===== config.mk =====
export PLATFORM = sky130hd
export DESIGN_NAME = toc_top
export DESIGN_NICKNAME = d
export VERILOG_FILES = /design/src/rtl/toc_pkg.sv /design/src/rtl/toc_chan.sv /design/src/rtl/toc_top.sv
export SDC_FILE = /design/constraint.sdc
export NUM_CORES = 1
export LEC_CHECK = 0
export BUFFER_PORTS_ARGS = -buffer_cell sky130_fd_sc_hd__buf_4
export CORE_MARGIN = 1
export CORE_UTILIZATION = 55
export CTS_CLUSTER_SIZE = 40
export DETAILED_ROUTE_END_ITERATION = 7
export PLACE_DENSITY = 0.74
export SLEW_MARGIN = 20
export SYNTH_ARGS = -nofsm -noshare
export SYNTH_HDL_FRONTEND = slang
export SYNTH_SLANG_ARGS = --single-unit
export TNS_END_PERCENT = 20

===== constraint.sdc =====
create_clock -name pclk -period 3.2 [get_ports pclk]
set_input_delay 0.16 -clock pclk [delete_from_list [all_inputs] [get_ports pclk]]
set_output_delay 0.16 -clock pclk [all_outputs]
set_load 0.02 [all_outputs]

===== src/rtl/toc_pkg.sv =====
package toc_pkg;

  // Byte offsets of the registers on the APB bus.
  localparam logic [7:0] TOC_OFF_CTRL_A = 8'h00;
  localparam logic [7:0] TOC_OFF_CTRL_B = 8'h04;
  localparam logic [7:0] TOC_OFF_MATCH_A = 8'h08;
  localparam logic [7:0] TOC_OFF_MATCH_B = 8'h0c;
  localparam logic [7:0] TOC_OFF_COUNT = 8'h10;
  localparam logic [7:0] TOC_OFF_TOP = 8'h14;
  localparam logic [7:0] TOC_OFF_STATUS = 8'h18;

  // Field positions in the first control register.
  localparam int TOC_POS_ACTION_A = 6;
  localparam int TOC_POS_ACTION_B = 4;
  localparam int TOC_POS_FORCE_A = 3;
  localparam int TOC_POS_FORCE_B = 2;
  localparam int TOC_POS_PWM = 0;

  // Field positions in the second control register.
  localparam int TOC_POS_CLK_SEL = 0;
  localparam int TOC_POS_CLEAR_ON_MATCH = 3;

  // Field positions in the status register.
  localparam int TOC_POS_FLAG_A = 0;
  localparam int TOC_POS_FLAG_B = 1;
  localparam int TOC_POS_FLAG_OVF = 2;
  localparam int TOC_POS_PIN_A = 3;
  localparam int TOC_POS_PIN_B = 4;

  // Compare action codes outside PWM operation.
  localparam logic [1:0] TOC_ACT_OFF = 2'h0;
  localparam logic [1:0] TOC_ACT_TOGGLE = 2'h1;
  localparam logic [1:0] TOC_ACT_LOW = 2'h2;
  localparam logic [1:0] TOC_ACT_HIGH = 2'h3;

  // Waveform mode codes held in the PWM field.
  localparam logic [1:0] TOC_PWM_NONE = 2'h0;
  localparam logic [1:0] TOC_PWM_UPDN = 2'h1;
  localparam logic [1:0] TOC_PWM_OVF = 2'h2;

  // Clock select codes for the count enable divider.
  localparam logic [2:0] TOC_CLK_STOP = 3'h0;
  localparam logic [2:0] TOC_CLK_DIV1 = 3'h1;
  localparam logic [2:0] TOC_CLK_DIV8 = 3'h2;
  localparam logic [2:0] TOC_CLK_DIV64 = 3'h3;

  // Prescaler terminal counts, one less than the division ratio.
  localparam logic [5:0] TOC_DIV8_LAST = 6'h07;
  localparam logic [5:0] TOC_DIV64_LAST = 6'h3f;

  // Values after reset, and the two ends of the count range.
  localparam logic [15:0] TOC_RST_COUNT = 16'h0000;
  localparam logic [15:0] TOC_RST_MATCH = 16'h0000;
  localparam logic [15:0] TOC_RST_TOP = 16'hffff;
  localparam logic [15:0] TOC_ZERO = 16'h0000;
  localparam logic [15:0] TOC_FULL = 16'hffff;

  // Counting direction of the timer.
  typedef enum logic {TOC_DIR_UP, TOC_DIR_DOWN} toc_dir_e;

  // Per-channel setting handed to the output unit.
  typedef struct packed {
    logic [1:0] mode;
    logic [1:0] action;
    logic [15:0] value;
  } toc_chan_cfg_s;

  // Timer state shared by both output units.
  typedef struct packed {
    logic [15:0] top;
    logic count_down;
    logic wrap;
  } toc_timer_s;

endpackage


===== src/rtl/toc_chan.sv =====
// One compare output unit; it holds the pin level of a single channel.
module toc_chan (
  input wire logic pclk,
  input wire logic presetn,
  input wire toc_pkg::toc_chan_cfg_s cfg,
  input wire toc_pkg::toc_timer_s tmr,
  input wire logic match_hit,
  input wire logic force_hit,
  output logic pin,
  output logic drive
);

  // Inverted sense in PWM modes comes from the low action bit.
  logic inv;

  assign inv = cfg.action[0];

  // The timer owns the pin only for a connected action code.
  always_comb begin
    if (cfg.mode == toc_pkg::TOC_PWM_NONE) begin
      drive = (cfg.action != toc_pkg::TOC_ACT_OFF);
    end else begin
      drive = cfg.action[1];
    end
  end

  // Pin level; the action arrives already registered, so a force in the same cycle as an action write
  // still sees the old code.
  always_ff @(posedge pclk or negedge presetn) begin
    if (!presetn) begin
      pin <= 1'b0;
    end else begin
      case (cfg.mode)
        toc_pkg::TOC_PWM_NONE: begin
          // A real or forced match performs the same action.
          if (match_hit || force_hit) begin
            case (cfg.action)
              toc_pkg::TOC_ACT_TOGGLE: pin <= ~pin;
              toc_pkg::TOC_ACT_LOW: pin <= 1'b0;
              toc_pkg::TOC_ACT_HIGH: pin <= 1'b1;
              default: pin <= pin;
            endcase
          end
        end
        toc_pkg::TOC_PWM_UPDN: begin
          // At the extremes the level is fixed at the next match.
          if (match_hit) begin
            if (cfg.value == toc_pkg::TOC_ZERO) begin
              pin <= inv;
            end else if (cfg.value == tmr.top) begin
              pin <= ~inv;
            end else begin
              pin <= tmr.count_down ? ~inv : inv;
            end
          end
        end
        toc_pkg::TOC_PWM_OVF: begin
          // Only TOP holds the level; zero still gives a short pulse.
          if (cfg.value == tmr.top) begin
            pin <= ~inv;
          end else if (match_hit) begin
            pin <= inv;
          end else if (tmr.wrap) begin
            pin <= ~inv;
          end
        end
        default: begin
          pin <= pin;
        end
      endcase
    end
  end

endmodule


===== src/rtl/toc_top.sv =====
// Timer with two compare output channels behind an APB slave.
module toc_top (
  input wire logic pclk,
  input wire logic presetn,
  input wire logic psel,
  input wire logic penable,
  input wire logic pwrite,
  input wire logic [7:0] paddr,
  input wire logic [31:0] pwdata,
  output logic [31:0] prdata,
  output logic pready,
  output logic pslverr,
  output logic match_pin_a,
  output logic match_pin_a_oe,
  output logic match_pin_b,
  output logic match_pin_b_oe
);

  // Returns one when the byte address names a register of this block.
  function automatic logic addr_known(input logic [7:0] a);
    begin
      case (a)
        toc_pkg::TOC_OFF_CTRL_A,
        toc_pkg::TOC_OFF_CTRL_B,
        toc_pkg::TOC_OFF_MATCH_A,
        toc_pkg::TOC_OFF_MATCH_B,
        toc_pkg::TOC_OFF_COUNT,
        toc_pkg::TOC_OFF_TOP,
        toc_pkg::TOC_OFF_STATUS: addr_known = 1'b1;
        default: addr_known = 1'b0;
      endcase
    end
  endfunction

  // Control fields held for software.
  logic [1:0] action_a_r; // Channel A action code.
  logic [1:0] action_b_r; // Channel B action code.
  logic [1:0] pwm_r; // Waveform mode.
  logic [2:0] clk_sel_r; // Count enable select.
  logic clear_count_on_match_r; // Match A clears the count outside PWM.
  logic [15:0] top_r; // TOP used by both PWM modes.

  // Compare values: the buffer is what software wrote, the active copy is what the comparator uses.
  logic [15:0] buf_a_r;
  logic [15:0] buf_b_r;
  logic [15:0] act_a_r;
  logic [15:0] act_b_r;

  // Timer state.
  logic [15:0] count_r; // Present count.
  toc_pkg::toc_dir_e dir_r; // Present direction in up/down PWM.
  logic [5:0] pre_r; // Prescaler count.
  logic tick; // One-cycle count enable.

  // Status flags set by real events only.
  logic flag_a_r;
  logic flag_b_r;
  logic flag_ovf_r;

  // Bus decode.
  logic wr_en; // Write in its access phase.
  logic setup_rd; // Read in its setup phase.
  logic pwm_on; // Either PWM mode selected.
  logic force_a; // One-cycle forced match on channel A.
  logic force_b; // One-cycle forced match on channel B.

  // Timer events.
  logic hit_a; // Real match on channel A.
  logic hit_b; // Real match on channel B.
  logic at_top; // Count stands at TOP on a tick.
  logic at_ovf; // Count wraps or turns at the bottom.
  logic latch_pt; // Buffered values move to the comparator.

  // Carriers for the output units.
  toc_pkg::toc_chan_cfg_s cfg_a;
  toc_pkg::toc_chan_cfg_s cfg_b;
  toc_pkg::toc_timer_s tmr;

  // The slave never stretches a transfer, so every access phase ends in its first cycle.
  assign pready = 1'b1;
  assign wr_en = psel && penable && pwrite;
  assign setup_rd = psel && !penable && !pwrite;
  assign pslverr = psel && penable && !addr_known(paddr);
  assign pwm_on = (pwm_r != toc_pkg::TOC_PWM_NONE);

  // A force is a combinational strobe in the single access cycle of the write, so it meets the action
  // register before that register takes the new code; a registered strobe would act one cycle late
  // and with the new code.
  always_comb begin
    force_a = 1'b0;
    force_b = 1'b0;
    if (wr_en && (paddr == toc_pkg::TOC_OFF_CTRL_A) && !pwm_on) begin
      force_a = pwdata[toc_pkg::TOC_POS_FORCE_A];
      force_b = pwdata[toc_pkg::TOC_POS_FORCE_B];
    end
  end

  // Control register writes; the force bits are not stored anywhere.
  always_ff @(posedge pclk or negedge presetn) begin
    if (!presetn) begin
      action_a_r <= toc_pkg::TOC_ACT_OFF;
      action_b_r <= toc_pkg::TOC_ACT_OFF;
      pwm_r <= toc_pkg::TOC_PWM_NONE;
      clk_sel_r <= toc_pkg::TOC_CLK_STOP;
      clear_count_on_match_r <= 1'b0;
      top_r <= toc_pkg::TOC_RST_TOP;
    end else if (wr_en) begin
      if (paddr == toc_pkg::TOC_OFF_CTRL_A) begin
        action_a_r <= pwdata[toc_pkg::TOC_POS_ACTION_A +: 2];
        action_b_r <= pwdata[toc_pkg::TOC_POS_ACTION_B +: 2];
        pwm_r <= pwdata[toc_pkg::TOC_POS_PWM +: 2];
      end
      if (paddr == toc_pkg::TOC_OFF_CTRL_B) begin
        clk_sel_r <= pwdata[toc_pkg::TOC_POS_CLK_SEL +: 3];
        clear_count_on_match_r <= pwdata[toc_pkg::TOC_POS_CLEAR_ON_MATCH];
      end
      if (paddr == toc_pkg::TOC_OFF_TOP) begin
        top_r <= pwdata[15:0];
      end
    end
  end

  // Software always writes the buffer, so a read returns the newest value even while the comparator
  // still works on the older one.
  always_ff @(posedge pclk or negedge presetn) begin
    if (!presetn) begin
      buf_a_r <= toc_pkg::TOC_RST_MATCH;
      buf_b_r <= toc_pkg::TOC_RST_MATCH;
    end else if (wr_en) begin
      if (paddr == toc_pkg::TOC_OFF_MATCH_A) begin
        buf_a_r <= pwdata[15:0];
      end
      if (paddr == toc_pkg::TOC_OFF_MATCH_B) begin
        buf_b_r <= pwdata[15:0];
      end
    end
  end

  // Outside PWM the comparator follows a write at once; in PWM it waits for TOP or overflow, which
  // keeps a pulse from being cut short in mid period.
  always_ff @(posedge pclk or negedge presetn) begin
    if (!presetn) begin
      act_a_r <= toc_pkg::TOC_RST_MATCH;
      act_b_r <= toc_pkg::TOC_RST_MATCH;
    end else if (!pwm_on) begin
      if (wr_en && (paddr == toc_pkg::TOC_OFF_MATCH_A)) begin
        act_a_r <= pwdata[15:0];
      end
      if (wr_en && (paddr == toc_pkg::TOC_OFF_MATCH_B)) begin
        act_b_r <= pwdata[15:0];
      end
    end else if (latch_pt) begin
      act_a_r <= buf_a_r;
      act_b_r <= buf_b_r;
    end
  end

  // Prescaler; slower count rates are single-cycle enables, never derived clocks.
  always_ff @(posedge pclk or negedge presetn) begin
    if (!presetn) begin
      pre_r <= 6'h00;
    end else if (clk_sel_r == toc_pkg::TOC_CLK_STOP) begin
      pre_r <= 6'h00;
    end else begin
      pre_r <= pre_r + 6'h01;
    end
  end

  // Count enable from the selected division.
  always_comb begin
    case (clk_sel_r)
      toc_pkg::TOC_CLK_DIV1: tick = 1'b1;
      toc_pkg::TOC_CLK_DIV8: tick = ((pre_r & toc_pkg::TOC_DIV8_LAST) == toc_pkg::TOC_DIV8_LAST);
      toc_pkg::TOC_CLK_DIV64: tick = (pre_r == toc_pkg::TOC_DIV64_LAST);
      default: tick = 1'b0;
    endcase
  end

  // Timer events seen on a tick.
  assign hit_a = tick && (count_r == act_a_r);
  assign hit_b = tick && (count_r == act_b_r);
  assign at_top = tick && (count_r == top_r);

  // Overflow: wrap at all ones, wrap after TOP, or turn at the bottom in up/down mode.
  always_comb begin
    case (pwm_r)
      toc_pkg::TOC_PWM_NONE: at_ovf = tick && (count_r == toc_pkg::TOC_FULL);
      toc_pkg::TOC_PWM_OVF: at_ovf = at_top;
      toc_pkg::TOC_PWM_UPDN: at_ovf = tick && (count_r == toc_pkg::TOC_ZERO) && (dir_r == toc_pkg::TOC_DIR_DOWN);
      default: at_ovf = 1'b0;
    endcase
  end

  // The buffered compare values move at TOP in up/down mode and at the wrap in overflow mode.
  always_comb begin
    case (pwm_r)
      toc_pkg::TOC_PWM_UPDN: latch_pt = at_top && (dir_r == toc_pkg::TOC_DIR_UP);
      toc_pkg::TOC_PWM_OVF: latch_pt = at_top;
      default: latch_pt = 1'b0;
    endcase
  end

  // Counter; a real match A clears it outside PWM and TOP clears it in overflow PWM; a forced match never does.
  always_ff @(posedge pclk or negedge presetn) begin
    if (!presetn) begin
      count_r <= toc_pkg::TOC_RST_COUNT;
    end else if (wr_en && (paddr == toc_pkg::TOC_OFF_COUNT)) begin
      count_r <= pwdata[15:0];
    end else if (tick) begin
      case (pwm_r)
        toc_pkg::TOC_PWM_NONE: begin
          if (clear_count_on_match_r && hit_a) begin
            count_r <= toc_pkg::TOC_ZERO;
          end else begin
            count_r <= count_r + 16'h0001;
          end
        end
        toc_pkg::TOC_PWM_OVF: begin
          count_r <= at_top ? toc_pkg::TOC_ZERO : count_r + 16'h0001;
        end
        toc_pkg::TOC_PWM_UPDN: begin
          if (dir_r == toc_pkg::TOC_DIR_UP) begin
            count_r <= at_top ? count_r - 16'h0001 : count_r + 16'h0001;
          end else begin
            count_r <= (count_r == toc_pkg::TOC_ZERO) ? count_r + 16'h0001 : count_r - 16'h0001;
          end
        end
        default: begin
          count_r <= count_r;
        end
      endcase
    end
  end

  // Direction in up/down mode; other modes always count up.
  always_ff @(posedge pclk or negedge presetn) begin
    if (!presetn) begin
      dir_r <= toc_pkg::TOC_DIR_UP;
    end else if (pwm_r != toc_pkg::TOC_PWM_UPDN) begin
      dir_r <= toc_pkg::TOC_DIR_UP;
    end else if (tick) begin
      case (dir_r)
        toc_pkg::TOC_DIR_UP: begin
          if (count_r == top_r) begin
            dir_r <= toc_pkg::TOC_DIR_DOWN;
          end
        end
        toc_pkg::TOC_DIR_DOWN: begin
          if (count_r == toc_pkg::TOC_ZERO) begin
            dir_r <= toc_pkg::TOC_DIR_UP;
          end
        end
        default: begin
          dir_r <= toc_pkg::TOC_DIR_UP;
        end
      endcase
    end
  end

  // Sticky flags: only real timer events (match A, match B, overflow) set them, and a set in the same cycle as a clear wins.
  always_ff @(posedge pclk or negedge presetn) begin
    if (!presetn) begin
      flag_a_r <= 1'b0;
      flag_b_r <= 1'b0;
      flag_ovf_r <= 1'b0;
    end else begin
      if (hit_a) begin
        flag_a_r <= 1'b1;
      end else if (wr_en && (paddr == toc_pkg::TOC_OFF_STATUS) && pwdata[toc_pkg::TOC_POS_FLAG_A]) begin
        flag_a_r <= 1'b0;
      end
      if (hit_b) begin
        flag_b_r <= 1'b1;
      end else if (wr_en && (paddr == toc_pkg::TOC_OFF_STATUS) && pwdata[toc_pkg::TOC_POS_FLAG_B]) begin
        flag_b_r <= 1'b0;
      end
      if (at_ovf) begin
        flag_ovf_r <= 1'b1;
      end else if (wr_en && (paddr == toc_pkg::TOC_OFF_STATUS) && pwdata[toc_pkg::TOC_POS_FLAG_OVF]) begin
        flag_ovf_r <= 1'b0;
      end
    end
  end

  // Read data is loaded in the setup cycle, so it stands in a flip-flop for the access cycle.
  always_ff @(posedge pclk or negedge presetn) begin
    if (!presetn) begin
      prdata <= 32'h00000000;
    end else if (setup_rd) begin
      prdata <= 32'h00000000;
      case (paddr)
        toc_pkg::TOC_OFF_CTRL_A: begin
          // The force positions stay zero.
          prdata[toc_pkg::TOC_POS_ACTION_A +: 2] <= action_a_r;
          prdata[toc_pkg::TOC_POS_ACTION_B +: 2] <= action_b_r;
          prdata[toc_pkg::TOC_POS_PWM +: 2] <= pwm_r;
        end
        toc_pkg::TOC_OFF_CTRL_B: begin
          prdata[toc_pkg::TOC_POS_CLK_SEL +: 3] <= clk_sel_r;
          prdata[toc_pkg::TOC_POS_CLEAR_ON_MATCH] <= clear_count_on_match_r;
        end
        toc_pkg::TOC_OFF_MATCH_A: prdata[15:0] <= buf_a_r;
        toc_pkg::TOC_OFF_MATCH_B: prdata[15:0] <= buf_b_r;
        toc_pkg::TOC_OFF_COUNT: prdata[15:0] <= count_r;
        toc_pkg::TOC_OFF_TOP: prdata[15:0] <= top_r;
        toc_pkg::TOC_OFF_STATUS: begin
          prdata[toc_pkg::TOC_POS_FLAG_A] <= flag_a_r;
          prdata[toc_pkg::TOC_POS_FLAG_B] <= flag_b_r;
          prdata[toc_pkg::TOC_POS_FLAG_OVF] <= flag_ovf_r;
          prdata[toc_pkg::TOC_POS_PIN_A] <= match_pin_a;
          prdata[toc_pkg::TOC_POS_PIN_B] <= match_pin_b;
        end
        default: prdata <= 32'h00000000;
      endcase
    end
  end

  // Carriers for the two output units.
  assign cfg_a = '{mode: pwm_r, action: action_a_r, value: act_a_r};
  assign cfg_b = '{mode: pwm_r, action: action_b_r, value: act_b_r};
  assign tmr = '{top: top_r, count_down: (dir_r == toc_pkg::TOC_DIR_DOWN), wrap: at_ovf};

  // Channel A output unit.
  toc_chan u_chan_a (
    .pclk(pclk),
    .presetn(presetn),
    .cfg(cfg_a),
    .tmr(tmr),
    .match_hit(hit_a),
    .force_hit(force_a),
    .pin(match_pin_a),
    .drive(match_pin_a_oe)
  );

  // Channel B output unit.
  toc_chan u_chan_b (
    .pclk(pclk),
    .presetn(presetn),
    .cfg(cfg_b),
    .tmr(tmr),
    .match_hit(hit_b),
    .force_hit(force_b),
    .pin(match_pin_b),
    .drive(match_pin_b_oe)
  );

endmodule


# Yosys cells after proc, flatten, opt, wreduce, memory -nomap -nowiden
# Index checks and enable logic that the tools add are counted.
[totals]
in_bits = 45
wordCells = 178
register_bits = 134
out_inout_bits = 38
[op_classes]
n_eq_ne = 35
addsub = 3
muxes = 59
bitwise_logic = 5
reduce_logical = 57
[op_table]
columns = ["operator", "count"]
rows = [
  ["2-to-1 mux 16 bit", 13],
  ["equality test 16 bit", 5],
  ["logical NOT 16 bit", 3],
  ["one-hot mux 16 bit (3 select lines)", 1],
  ["one-hot mux 8 bit (4 select lines)", 1],
  ["2-to-1 mux 1 bit", 31],
  ["equality test 8 x 5 -> 1 bit (second input constant)", 3],
  ["logical AND 1 bit", 22],
  ["nonzero test 2 bit", 10],
  ["one-hot mux 1 bit (3 select lines)", 6],
  ["adder 16 x 1 -> 16 bit (second input constant)", 1],
  ["equality test 16 bit (second input constant)", 1],
  ["equality test 8 x 4 -> 1 bit (second input constant)", 2],
  ["AND reduction 2 bit", 8],
  ["subtractor 16 x 1 -> 16 bit (second input constant)", 1],
  ["one-hot mux 3 bit (5 select lines)", 1],
  ["one-hot mux 2 bit (7 select lines)", 1],
  ["one-hot mux 2 bit (6 select lines)", 1],
  ["equality test 2 bit (second input constant)", 5],
  ["AND reduction 5 bit", 2],
  ["equality test 8 x 3 -> 1 bit (second input constant)", 1],
  ["logical NOT 8 bit", 1],
  ["!= test 2 x 1 -> 1 bit (second input constant)", 4],
  ["OR reduction 7 bit", 1],
  ["other kinds (21)", 34],
]

# Logic depth before layout (Yosys ltp)
# Gate-level depths: netlist of run 1.
[logic_depth]
depth_word = 9
ltp_mapped = 11

# Cells and area by module
# Synthesis of run 1 repeated with hierarchy kept, for this count alone.
[hier_totals]
cells_unflattened = 858
area_unflattened_um2 = 8421.8
[modules_own_cells]
columns = ["module", "area_per_inst_um2", "instances", "cells_each"]
rows = [
  ["toc_top", 7541.0, 1, 742],
  ["toc_chan", 440.4, 2, 58],
]

# Least setup slack after synthesis of run 1
# OpenSTA, ideal clock, no wires.
[synth_timing]
path_kind = "flip-flop to flip-flop"
startpoint = "register count_r[0]"
endpoint = "register u_chan_a.pin"
arrival_ns = 2.336
path_slack_ns = 0.742
path_stages_with_launch = 11
required_ns = 3.077
path_cell_list = "dfrtp_1 -> buf_2 -> inv_1 -> ha_1 -> nor4b_2 -> nand3_2 -> a2111oi_0 -> a221oi_1 -> a211oi_2 -> o21ai_0 -> o221a_2"
[synth_via]
elab_chain_len = 6
word_cells_on_any_way = 18
cone_classes = "eq/ne: 6; mux: 4; reduce/logical: 8"
[synth_rtl]
columns = ["item", "line_no", "text"]
rows = [
  ["from (decl)", "toc_top.sv:50", "logic [15:0] count_r;"],
  ["from (signal assigned)", "toc_top.sv:206", "count_r <= toc_pkg::TOC_RST_COUNT;"],
  ["from (signal assigned)", "toc_top.sv:208", "count_r <= pwdata[15:0];"],
  ["from (signal assigned)", "toc_top.sv:213", "count_r <= toc_pkg::TOC_ZERO;"],
  ["logical NOT 16 bit", "toc_top.sv:189", "toc_pkg::TOC_PWM_UPDN: at_ovf = tick && (count_r == toc_pkg::TOC_ZERO) && (dir_r == toc_pkg::TOC_DIR_DOWN);"],
  ["logical AND 1 bit (2 in series)", "toc_top.sv:189", ""],
  ["one-hot mux 1 bit (3 select lines)", "toc_top.sv:186", "case (pwm_r)"],
  ["!= test 4 x 3 -> 1 bit (no line)", "n/a", ""],
  ["AND reduction 5 bit (no line)", "n/a", ""],
  ["to (signal assigned)", "toc_chan.sv:62", "pin <= inv;"],
  ["to (signal assigned)", "toc_chan.sv:64", "pin <= ~inv;"],
  ["to (signal assigned)", "toc_chan.sv:68", "pin <= pin;"],
  ["to (decl)", "toc_chan.sv:9", "output logic pin,"],
]
# Parallel ways exist; a longest one is shown, timed or not.
# A chain may end at the register's enable or synchronous reset.

# Final worst setup path of run 1
[layout_timing]
startpoint = "register count_r[1]"
endpoint = "register count_r[12]"
[layout_via]
elab_chain_len = 7
word_cells_on_any_way = 16
cone_classes = "add/sub: 2; eq/ne: 2; mux: 8; reduce/logical: 4"
[layout_rtl]
columns = ["item", "line_no", "text"]
rows = [
  ["branches (longest 4 deep; another with adder 16 x 1 -> 16 bit)", "n/a", ""],
  ["one-hot mux 16 bit (3 select lines) (*)", "toc_top.sv:210", "case (pwm_r)"],
  ["2-to-1 mux 16 bit (*)", "toc_top.sv:209", "end else if (tick) begin"],
  ["2-to-1 mux 16 bit (*)", "toc_top.sv:207", "end else if (wr_en && (paddr == toc_pkg::TOC_OFF_COUNT)) begin"],
]
# Mark *: on every way between the ends. The select of a mux whose other input is x is not followed.

==> metrics list, run 1 <==
- Result of the run: finished, final reports clean
- Number of antenna cells inserted: 0
- Of the total power, the share spent switching nets is 28.7%.
- The initial antenna violation count was 0.
- The detail route stage leaves a number of antenna-violating nets equal to 0.
* Fraction of power consumed by sequential logic: 39.9%
- From synthesis to final layout, the design area changed by 14.1%.
- Routability-driven placement finished with a final weighted congestion of 0.945.
- The final layout contains 1016 nets.
* Final clock period utilization by the worst path: 89.0%
- The most common cell in the synthesized netlist is dfrtp_1.
* Max VDD drop: 0.393 mV
- Top cell type by total area after synthesis: dfrtp_1
* Power dissipated by switching net loads: 1290 µW
* Vias in the first global route: 7206
* Sequential fraction of the synthesis area: 38.5%
* Startpoint Class: flop
* CTS Buf Count: 17
* Worst Path Required: 3.55 ns
- Wire length reported by the detailed router: 25700 µm
- Global routing used 7.55% of the available met3 tracks.
* Post-synthesis instance total: 911
* Number of flops mapped to enable cells by yosys: 0
- Using the TritonRoute via totals, the vias-per-cell ratio works out to 6.38.
* Synth Area in XOR/XNOR: 9.39%
- Combinational Power Share: 16.4%
- Final Hold Fails: 0
- Die Height: 128 µm
- Met2 usage: 50.0%
- Max-slew violations: 0
* CTS tree: built
- In this run the tool buffered the top-level ports with 49 buffer cells.
- Max-cap violations: 0
* Shortest period the worst path allows: 2.85 ns
* Portion of total power attributed to the clock network: 43.7%
- Top-area cell type share of the netlist area: 33.7%
- Core outline area: 15400 µm²
- Relative slew margins: 39.4%
- For this run, the leading register cell type out of synthesis is dfrtp_1.
- Setup violations remaining at the end of the flow were counted as 0.
* Largest family of logic cells by synthesized area: compound AO/OA/AOI/OAI gates
- In this run the most used layer during global routing was met2.
* Setup TNS: 0 ns
* TritonCTS Sinks: 134
* Post-Route Skew: 0.0137 ns
* Setup repair after global routing missed its margin: no
- The synthesized netlist contains 80 unique library cells.
- Pin count of the biggest net entering global routing: 97
- For this design the ratio of total power to cell area is 449 nW/µm².
* Endpoint type of the worst setup path: flop
- Detailed-placement wirelength estimate: 18400 µm
- The Yosys step of the flow raised 0 warnings.
* Most frequent cells after synthesis: dfrtp_1, nor2_1, xnor2_1
- Routing usage on met1: 45.1%
* Seq cells post-synth: 134
- For this block, the initial DRC count from the detailed router was 914.
- Global routing finished with a remaining overflow of 0.
- Leakage power figure: 0.00459 µW
- Yosys attributes the largest share of cell area to dfrtp_1, mux2_2, xnor2_1, dfstp_2, mux2i_1.
* Filler-free cell count of the finished design: 1185
- Clock transition at the registers of the reported paths: 0.06 ns
- For the pin with the worst max-slew slack, the measured transition is 0.909 ns.
* Internal cell power: 3200 µW
* Ports: 83
- Final routed wire length divided by cell count: 21.7 µm
* Maximum fanout encountered on the critical timing path: 10
* Master cell of the clock root buffer: clkbuf_16
- In this run the deepest clock path goes through 2 buffers.
- Counting tap cells, the placed design contains a total of 1148 instances.
* Adder-cell area share of the yosys netlist: 1.43%
* Overall global routing resource usage: 32.8%
- The mapped netlist covers 8770 µm².
- Measured against the total synthesized area, the mux share comes to 11.8%.
* Row cnt: 45
- In the final layout, the share of cells above drive strength 1 is 24.2%.
* Area fraction in compound gates after synthesis: 17.6%
- Post-synthesis async set-or-reset flop share: 100%
* Number of H-tree levels: 4
- After detailed routing, the number of remaining DRC violations is 0.
- Starting Density: 57.0%
- A synthesized cell averages 9.62 µm².
* Width of the chip: 128 µm
* Arrival time of the worst setup path: 3.20 ns
* Critical path type: flop to flop
* Basic-gate share of the synthesized area counting and, or, nand and nor cells: 15.7%
- Area of the die: 16400 µm²
* Clock insertion delay at the later pin of the skew report: 0.43 ns
- Path category of the worst min-delay check: input port to flop
- The routed layout has 7559 vias.
* Detailed-router iteration count before antenna repair: 5
* Final core occ: 65.1%
* First-pass GRT wire length: 40200 µm
- Highest achievable clock rate: 0.351 GHz
power by group through the flow:
| stage | combinational [µW] | sequential, µW | clock [µW] |
|---|---|---|---|
| floorplan | 481 | 1800 | 0 |
| global placement | 704 | 1820 | 0 |
| detailed placement | 713 | 1820 | 0 |
| CTS | 718 | 1790 | 1980 |
| global route | 792 | 1800 | 2050 |
| finish | 736 | 1790 | 1970 |
sequential cells by signal, indices dropped and copies added (netlist names), 3 cells and up:
| register | flops |
|---|---|
| clk_sel_r | 3 |
| top_r | 16 |
| act_a_r | 16 |
| pre_r | 6 |
| act_b_r | 16 |
| buf_b_r | 16 |
| prdata | 16 |
| count_r | 16 |
| buf_a_r | 16 |
cell families (layout without fill, tap and decap cells):
kind of cell	Yosys count	in the layout
DFF	134	134
adders and majority gates	10	10
xor gates and xnor gates	94	94
muxes	96	96
other	2	17
and+or+nand+nor	259	259
AOI/OAI and AO/OA	224	224
buffers and inverters	92	140
cell usage in the layout, fill, tap and decap left out, types with 12 or more instances in the layout:
master | Yosys | layout
xor2_1 | 31 | 31
inv_1 | 16 | 16
a22oi_1 | 33 | 33
buf_4 | 23 | 88
nor4_1 | 23 | 23
mux2_2 | 59 | 59
dfstp_2 | 16 | 16
xnor2_1 | 63 | 63
a21oi_2 | 12 | 12
mux2i_1 | 37 | 37
nand4_1 | 20 | 20
nor3_1 | 12 | 12
conb_1 | 2 | 17
a21oi_1 | 50 | 50
dfrtp_1 | 118 | 118
nand3_1 | 20 | 20
nor2_1 | 70 | 70
o21ai_0 | 36 | 36
clkbuf_16 | 0 | 17
nand2_1 | 52 | 52
stage by stage:
step	area (µm²)	power, µW	hold slack (ns)	setup WS, ns
after floorplan	8820	2280	-0.136	0.742
after global placement	9350	2520	0.294	0.307
after detailed placement	9350	2530	0.307	0.272
after CTS	9950	4480	0.0162	0.248
after global routing	10000	4640	0.0243	0.130
final	10000	4490	0.0302	0.353
final cells by class:
class                   count  area (µm²)
flip-flops and latches    134        3370
clock inverters            13         148
inverters                  16        60.1
clock buffers              19         443
well taps                 211         264
fillers                  1257        5370
multi-input cells         700        4990
repair buffers             92         722
metal layers:
| metal | part of all wire, % | wire, µm | up-vias |
|---|---|---|---|
| li1 | - | - | 3407 |
| met1 | 43 | 10900 | 3722 |
| met2 | 45 | 11700 | 358 |
| met3 | 8.6 | 2210 | 72 |
| met4 | 3.3 | 852 | 0 |
| met5 | 0 | 0 | - |
critical path: stages, from the launching register on:
cell,delay (ns)
dfrtp_1,0.52
inv_1,0.13
ha_1,0.20
nor4b_4,0.32
nand3_2,0.26
o31ai_2,0.39
o311ai_4,0.25
buf_12,0.22
buf_4,0.13
a21oi_2,0.12
o211ai_1,0.11
nand4_1,0.11
final timing paths:
kind,depth (start not counted),to,slack (ns),startpoint
worst max-delay path,11,count_r[12],0.35,count_r[1]
worst min-delay path,2,buf_a_r[11],0.03,pwdata[11]
worst max register to register,11,count_r[12],0.35,count_r[1]
worst min register to register,1,pre_r[0],0.48,pre_r[0]
max in group asynchronous,3,top_r[8],2.01,presetn
min in group asynchronous,2,pre_r[0],0.37,presetn
repair_timing:
item	in CTS	in global routing
endpoints found under the setup margin	0	4
resized for setup	0	1
hold endpoints to repair	83	0
hold buffers	1	0
buffers inserted	0	4
Note: power is estimated with default switching activity, not from simulation.
==> run 2, diff against run 1 <==
--- a/config.mk
+++ b/config.mk
@@ -5,6 +5,7 @@
 export SDC_FILE = /design/constraint.sdc
 export NUM_CORES = 1
 export LEC_CHECK = 0
+export ABC_AREA = 1
 export BUFFER_PORTS_ARGS = -buffer_cell sky130_fd_sc_hd__buf_4
 export CORE_MARGIN = 1
 export CORE_UTILIZATION = 55
==> run 2 against run 1 <==
- synthesized cell count grew 45%
- fmax up 12%
- sequential power hardly changed
- clock skew is 0.00065 ns lower
- flip-flop and latch count did not move
- sequential share of layout area shrank 1.1 points
- highest routed layer unchanged
==> metrics list, run 2 <==
* Result of the run: finished, final reports clean
* Vias per cell: 5.59 (-12%)
* Endpoint of the worst register-to-register path: act_a_r[14]
- Post-synthesis instance total: 1324 (+45%)
- The sequential share of the synthesized area is 37.0% (-1.5 points).
* Row cnt: 46 (+2.2%)
- The number of register bits inferred by synthesis came to 134 (unchanged).
- The library cell used most frequently in the layout, excluding fill and tap cells, is nand2_1.
- Detailed-placement wirelength estimate: 21000 µm (+14%)
- Initial DRC Count: 1042 (+14%)
- Final routed wire length divided by cell count: 17.7 µm (-18%)
- The synthesized design spends more area on one cell type than any other, namely dfrtp_1.
- Leaving out fill and tap cells, the most frequent cells in the layout are nand2_1, inv_1, dfrtp_1.
- The clock transition at the registers of the reported paths was 0.06 ns (about the same).
* Instance count along the most critical hold path: 3 (+1)
- The maximum number of pins on one net before global-route repair is 88 (-9.3%).
* Arrival time of the worst setup path: 2.86 ns (-0.34 ns)
- Worst Hold End: buf_b_r[13]
- The layout cell share with drive strength beyond 1 came to 13.7% (-11 points).
- CTS tree: built
- The startpoint identified for the worst hold timing path is pwdata[13].
* Routability cong.: 0.941 (-0.40%)
* Synth area leaders: dfrtp_1, nand2_1, o21ai_0, inv_1, dfstp_2
- Width of the chip: 131 µm (+2.0%)
- CTS Buf Count: 17 (unchanged)
- After synthesis, the most frequently instantiated cells are nand2_1, inv_1, dfrtp_1.
- Most used flip-flop cell after synthesis: dfrtp_1
- The worst-case register-to-register setup slack was 0.66 ns (+0.31 ns).
- Synth cell types: 50 (-38%)
- Synth warnings: 0 (unchanged)
- Vias in the first global route: 8175 (+13%)
- The number of port buffers was 49 (unchanged).
* Worst Path Required: 3.53 ns (-0.02 ns)
* Startpoint Class: flop
* Routed vias: 8952 (+18%)
- The standard cell core area was 16100 µm² (+4.5%).
- TritonCTS Sinks: 134 (unchanged)
- Maximum fanout encountered on the critical timing path: 21 (+11)
* Endpoint type of the worst setup path: flop
* Setup TNS: 0 ns (unchanged)
* Post-cts sizing count: 0 (unchanged)
* Post-Route Skew: 0.0130 ns (-0.000650 ns)
* Ports: 83 (unchanged)
- The cell leakage power is 0.00494 µW (+7.8%).
- Clock buffer depth: 2 (unchanged)
- The number of nets in the layout was 1428 (+41%).
- The max-capacitance violation count is 0 (unchanged).
- The first-pass GRT wire length is 44900 µm (+11%).
- The vertical extent of the die came to 131 µm (+2.0%).
* Most instantiated library cell after synthesis: nand2_1
* Number of post-CTS setup repair buffers: 0 (unchanged)
* Highest achievable clock rate: 0.394 GHz (+12%)
* Clock insertion delay at the later pin of the skew report: 0.44 ns (about the same)
- The number of enable-type register cells in the synthesized netlist came to 0 (unchanged).
- Overall global routing resource usage: 35.6% (+2.8 points)
- Worst slew pin tran: 0.834 ns (-0.0750 ns)
* Count of hold-fix buffers inserted at cts: 13 (+12)
- Max VDD drop: 0.432 mV (+9.9%)
- Area growth, synth to finish: 13.2%
- Number of H-tree levels: 4 (unchanged)
- The final-report setup violation count came to 0 (unchanged).
* Wire length reported by the detailed router: 28400 µm (+11%)
- Shortest period the worst path allows: 2.54 ns (-0.309 ns)
- Final clock period utilization by the worst path: 79.3% (-9.7 points)
- Critical path type: flop to flop
- Antenna violations before repair: 0 (unchanged)
- Worst slack on hold paths: 0.00529 ns (-0.0249 ns)
- Post-synthesis async set-or-reset flop share: 100% (unchanged)
* Area of the die: 17100 µm² (+4.1%)
* Placed cell count: 1556 (+36%)
* Detailed-router iteration count before antenna repair: 8 (+3)
- Pwr/cell area: 405 nW/µm² (-9.8%)
- The total count of max-transition violations in the final report is 0 (unchanged).
- Clock tree synthesis selected as its root buffer the cell clkbuf_16.
* Grt ovf: 0 (unchanged)
- Top-area cell type share of the netlist area: 32.3% (-1.3 points)
* Cell depth of the worst flop-to-flop path: 14 (+3)
* Detailed-route DRC error count: 0 (unchanged)
* Path category of the worst min-delay check: input port to flop
* Final antenna-violating net count: 0 (unchanged)
- The filler cell count came to 1473 (+17%).
* Filler-free cell count of the finished design: 1602 (+35%)
- Worst R2R Start: count_r[7]
- Starting Density: 56.8% (-0.18 points)
- The mean instance size in the synthesized netlist came to 6.89 µm² (-28%).
- The antenna diode count was 0 (unchanged).
- The count of endpoints failing hold in the final timing report came to 0 (unchanged).
- The worst-case headroom to the max-slew limit is 44.4% (+5.0 points).
- The netlist area before placement was 9130 µm² (+4.1%).
- Setup repair after global routing missed its margin: no
-- run 2: changes by cell type in the layout (fill, tap and decap cells not counted), sizes merged, moves of 33 or more --
cell   previous run  this run
a21oi            62        24
a22oi            33         0
inv              20       198
mux2             59         0
mux2i            37         0
nand2            53       436
nand3            21        72
o21ai            45       141
xnor2            63        18
-- run 2: metrics by stage --
step / worst slack (ns) / area (µm²) / total power (µW) / util, %
after global routing: 0.502 / 10300 / 4300 / 64.3
after global placement: 0.539 / 9580 / 2190 / 59.6
after CTS: 0.646 / 10300 / 4180 / 64.1
after detailed placement: 0.483 / 9580 / 2190 / 59.6
after floorplan: 1.32 / 9190 / 2020 / -
final: 0.662 / 10300 / 4190 / 64.3
-- run 2: layout make-up --
cell class,count,area [µm²],share of cell area (%)
Inverter,190,713,6.90
Clock inverter,14,150,1.45
Multi-Input combinational cell,953,4740,45.9
Tap cell,216,270,2.62
Sequential cell,134,3370,32.6
Clock buffer,18,439,4.25
Timing Repair Buffer,77,647,6.26
-- run 2: kinds of logic after synthesis --
logic type	Yosys count	synth area share [%]
xor gates and xnor gates	46	4.41
buffers and inverters	252	11.8
adders and majority gates	10	1.37
other	2	0.0823
DFF	134	37.0
AOI/OAI and AO/OA	225	14.4
and+or+nand+nor	655	30.9
-- run 2: per-layer routing --
metal | up-vias | global-route usage, % | wire [µm]
li1 | 4298 | - | -
met1 | 4127 | 51.7 | 12300
met2 | 459 | 52.8 | 12400
met3 | 68 | 7.53 | 2960
met4 | 0 | 11.6 | 790
met5 | - | 0 | 0
-- run 2: worst max path at each step --
stage,to,start,slack [ns]
2_1_floorplan,act_a_r[3],pwm_r[1],1.32
3_3_place_gp,act_a_r[2],paddr[1],0.54
3_5_place_dp,act_a_r[1],paddr[1],0.48
4_1_cts,act_a_r[2],count_r[3],0.65
5_1_grt,count_r[8],count_r[1],0.50
6_report,act_a_r[14],count_r[7],0.66
-- run 2: power by group --
| group | switching, µW | total (µW) | internal (µW) |
|---|---|---|---|
| logic | 260 | 396 | 137 |
| clock network | 883 | 2010 | 1130 |
| registers | 43.8 | 1780 | 1740 |
-- run 2: worst max-delay path: stages (launching register included) --
cell and delay, ns:
dfrtp_1 0.59, inv_2 0.20, nand2_1 0.10, nand2_1 0.05, nor2_1 0.17, nand2_1 0.12, nor2_4 0.15, nand3_4 0.10
inv_2 0.10, nand4_4 0.14, o21ai_4 0.27, buf_16 0.25, nand3_2 0.09, o21ai_2 0.07, inv_2 0.04
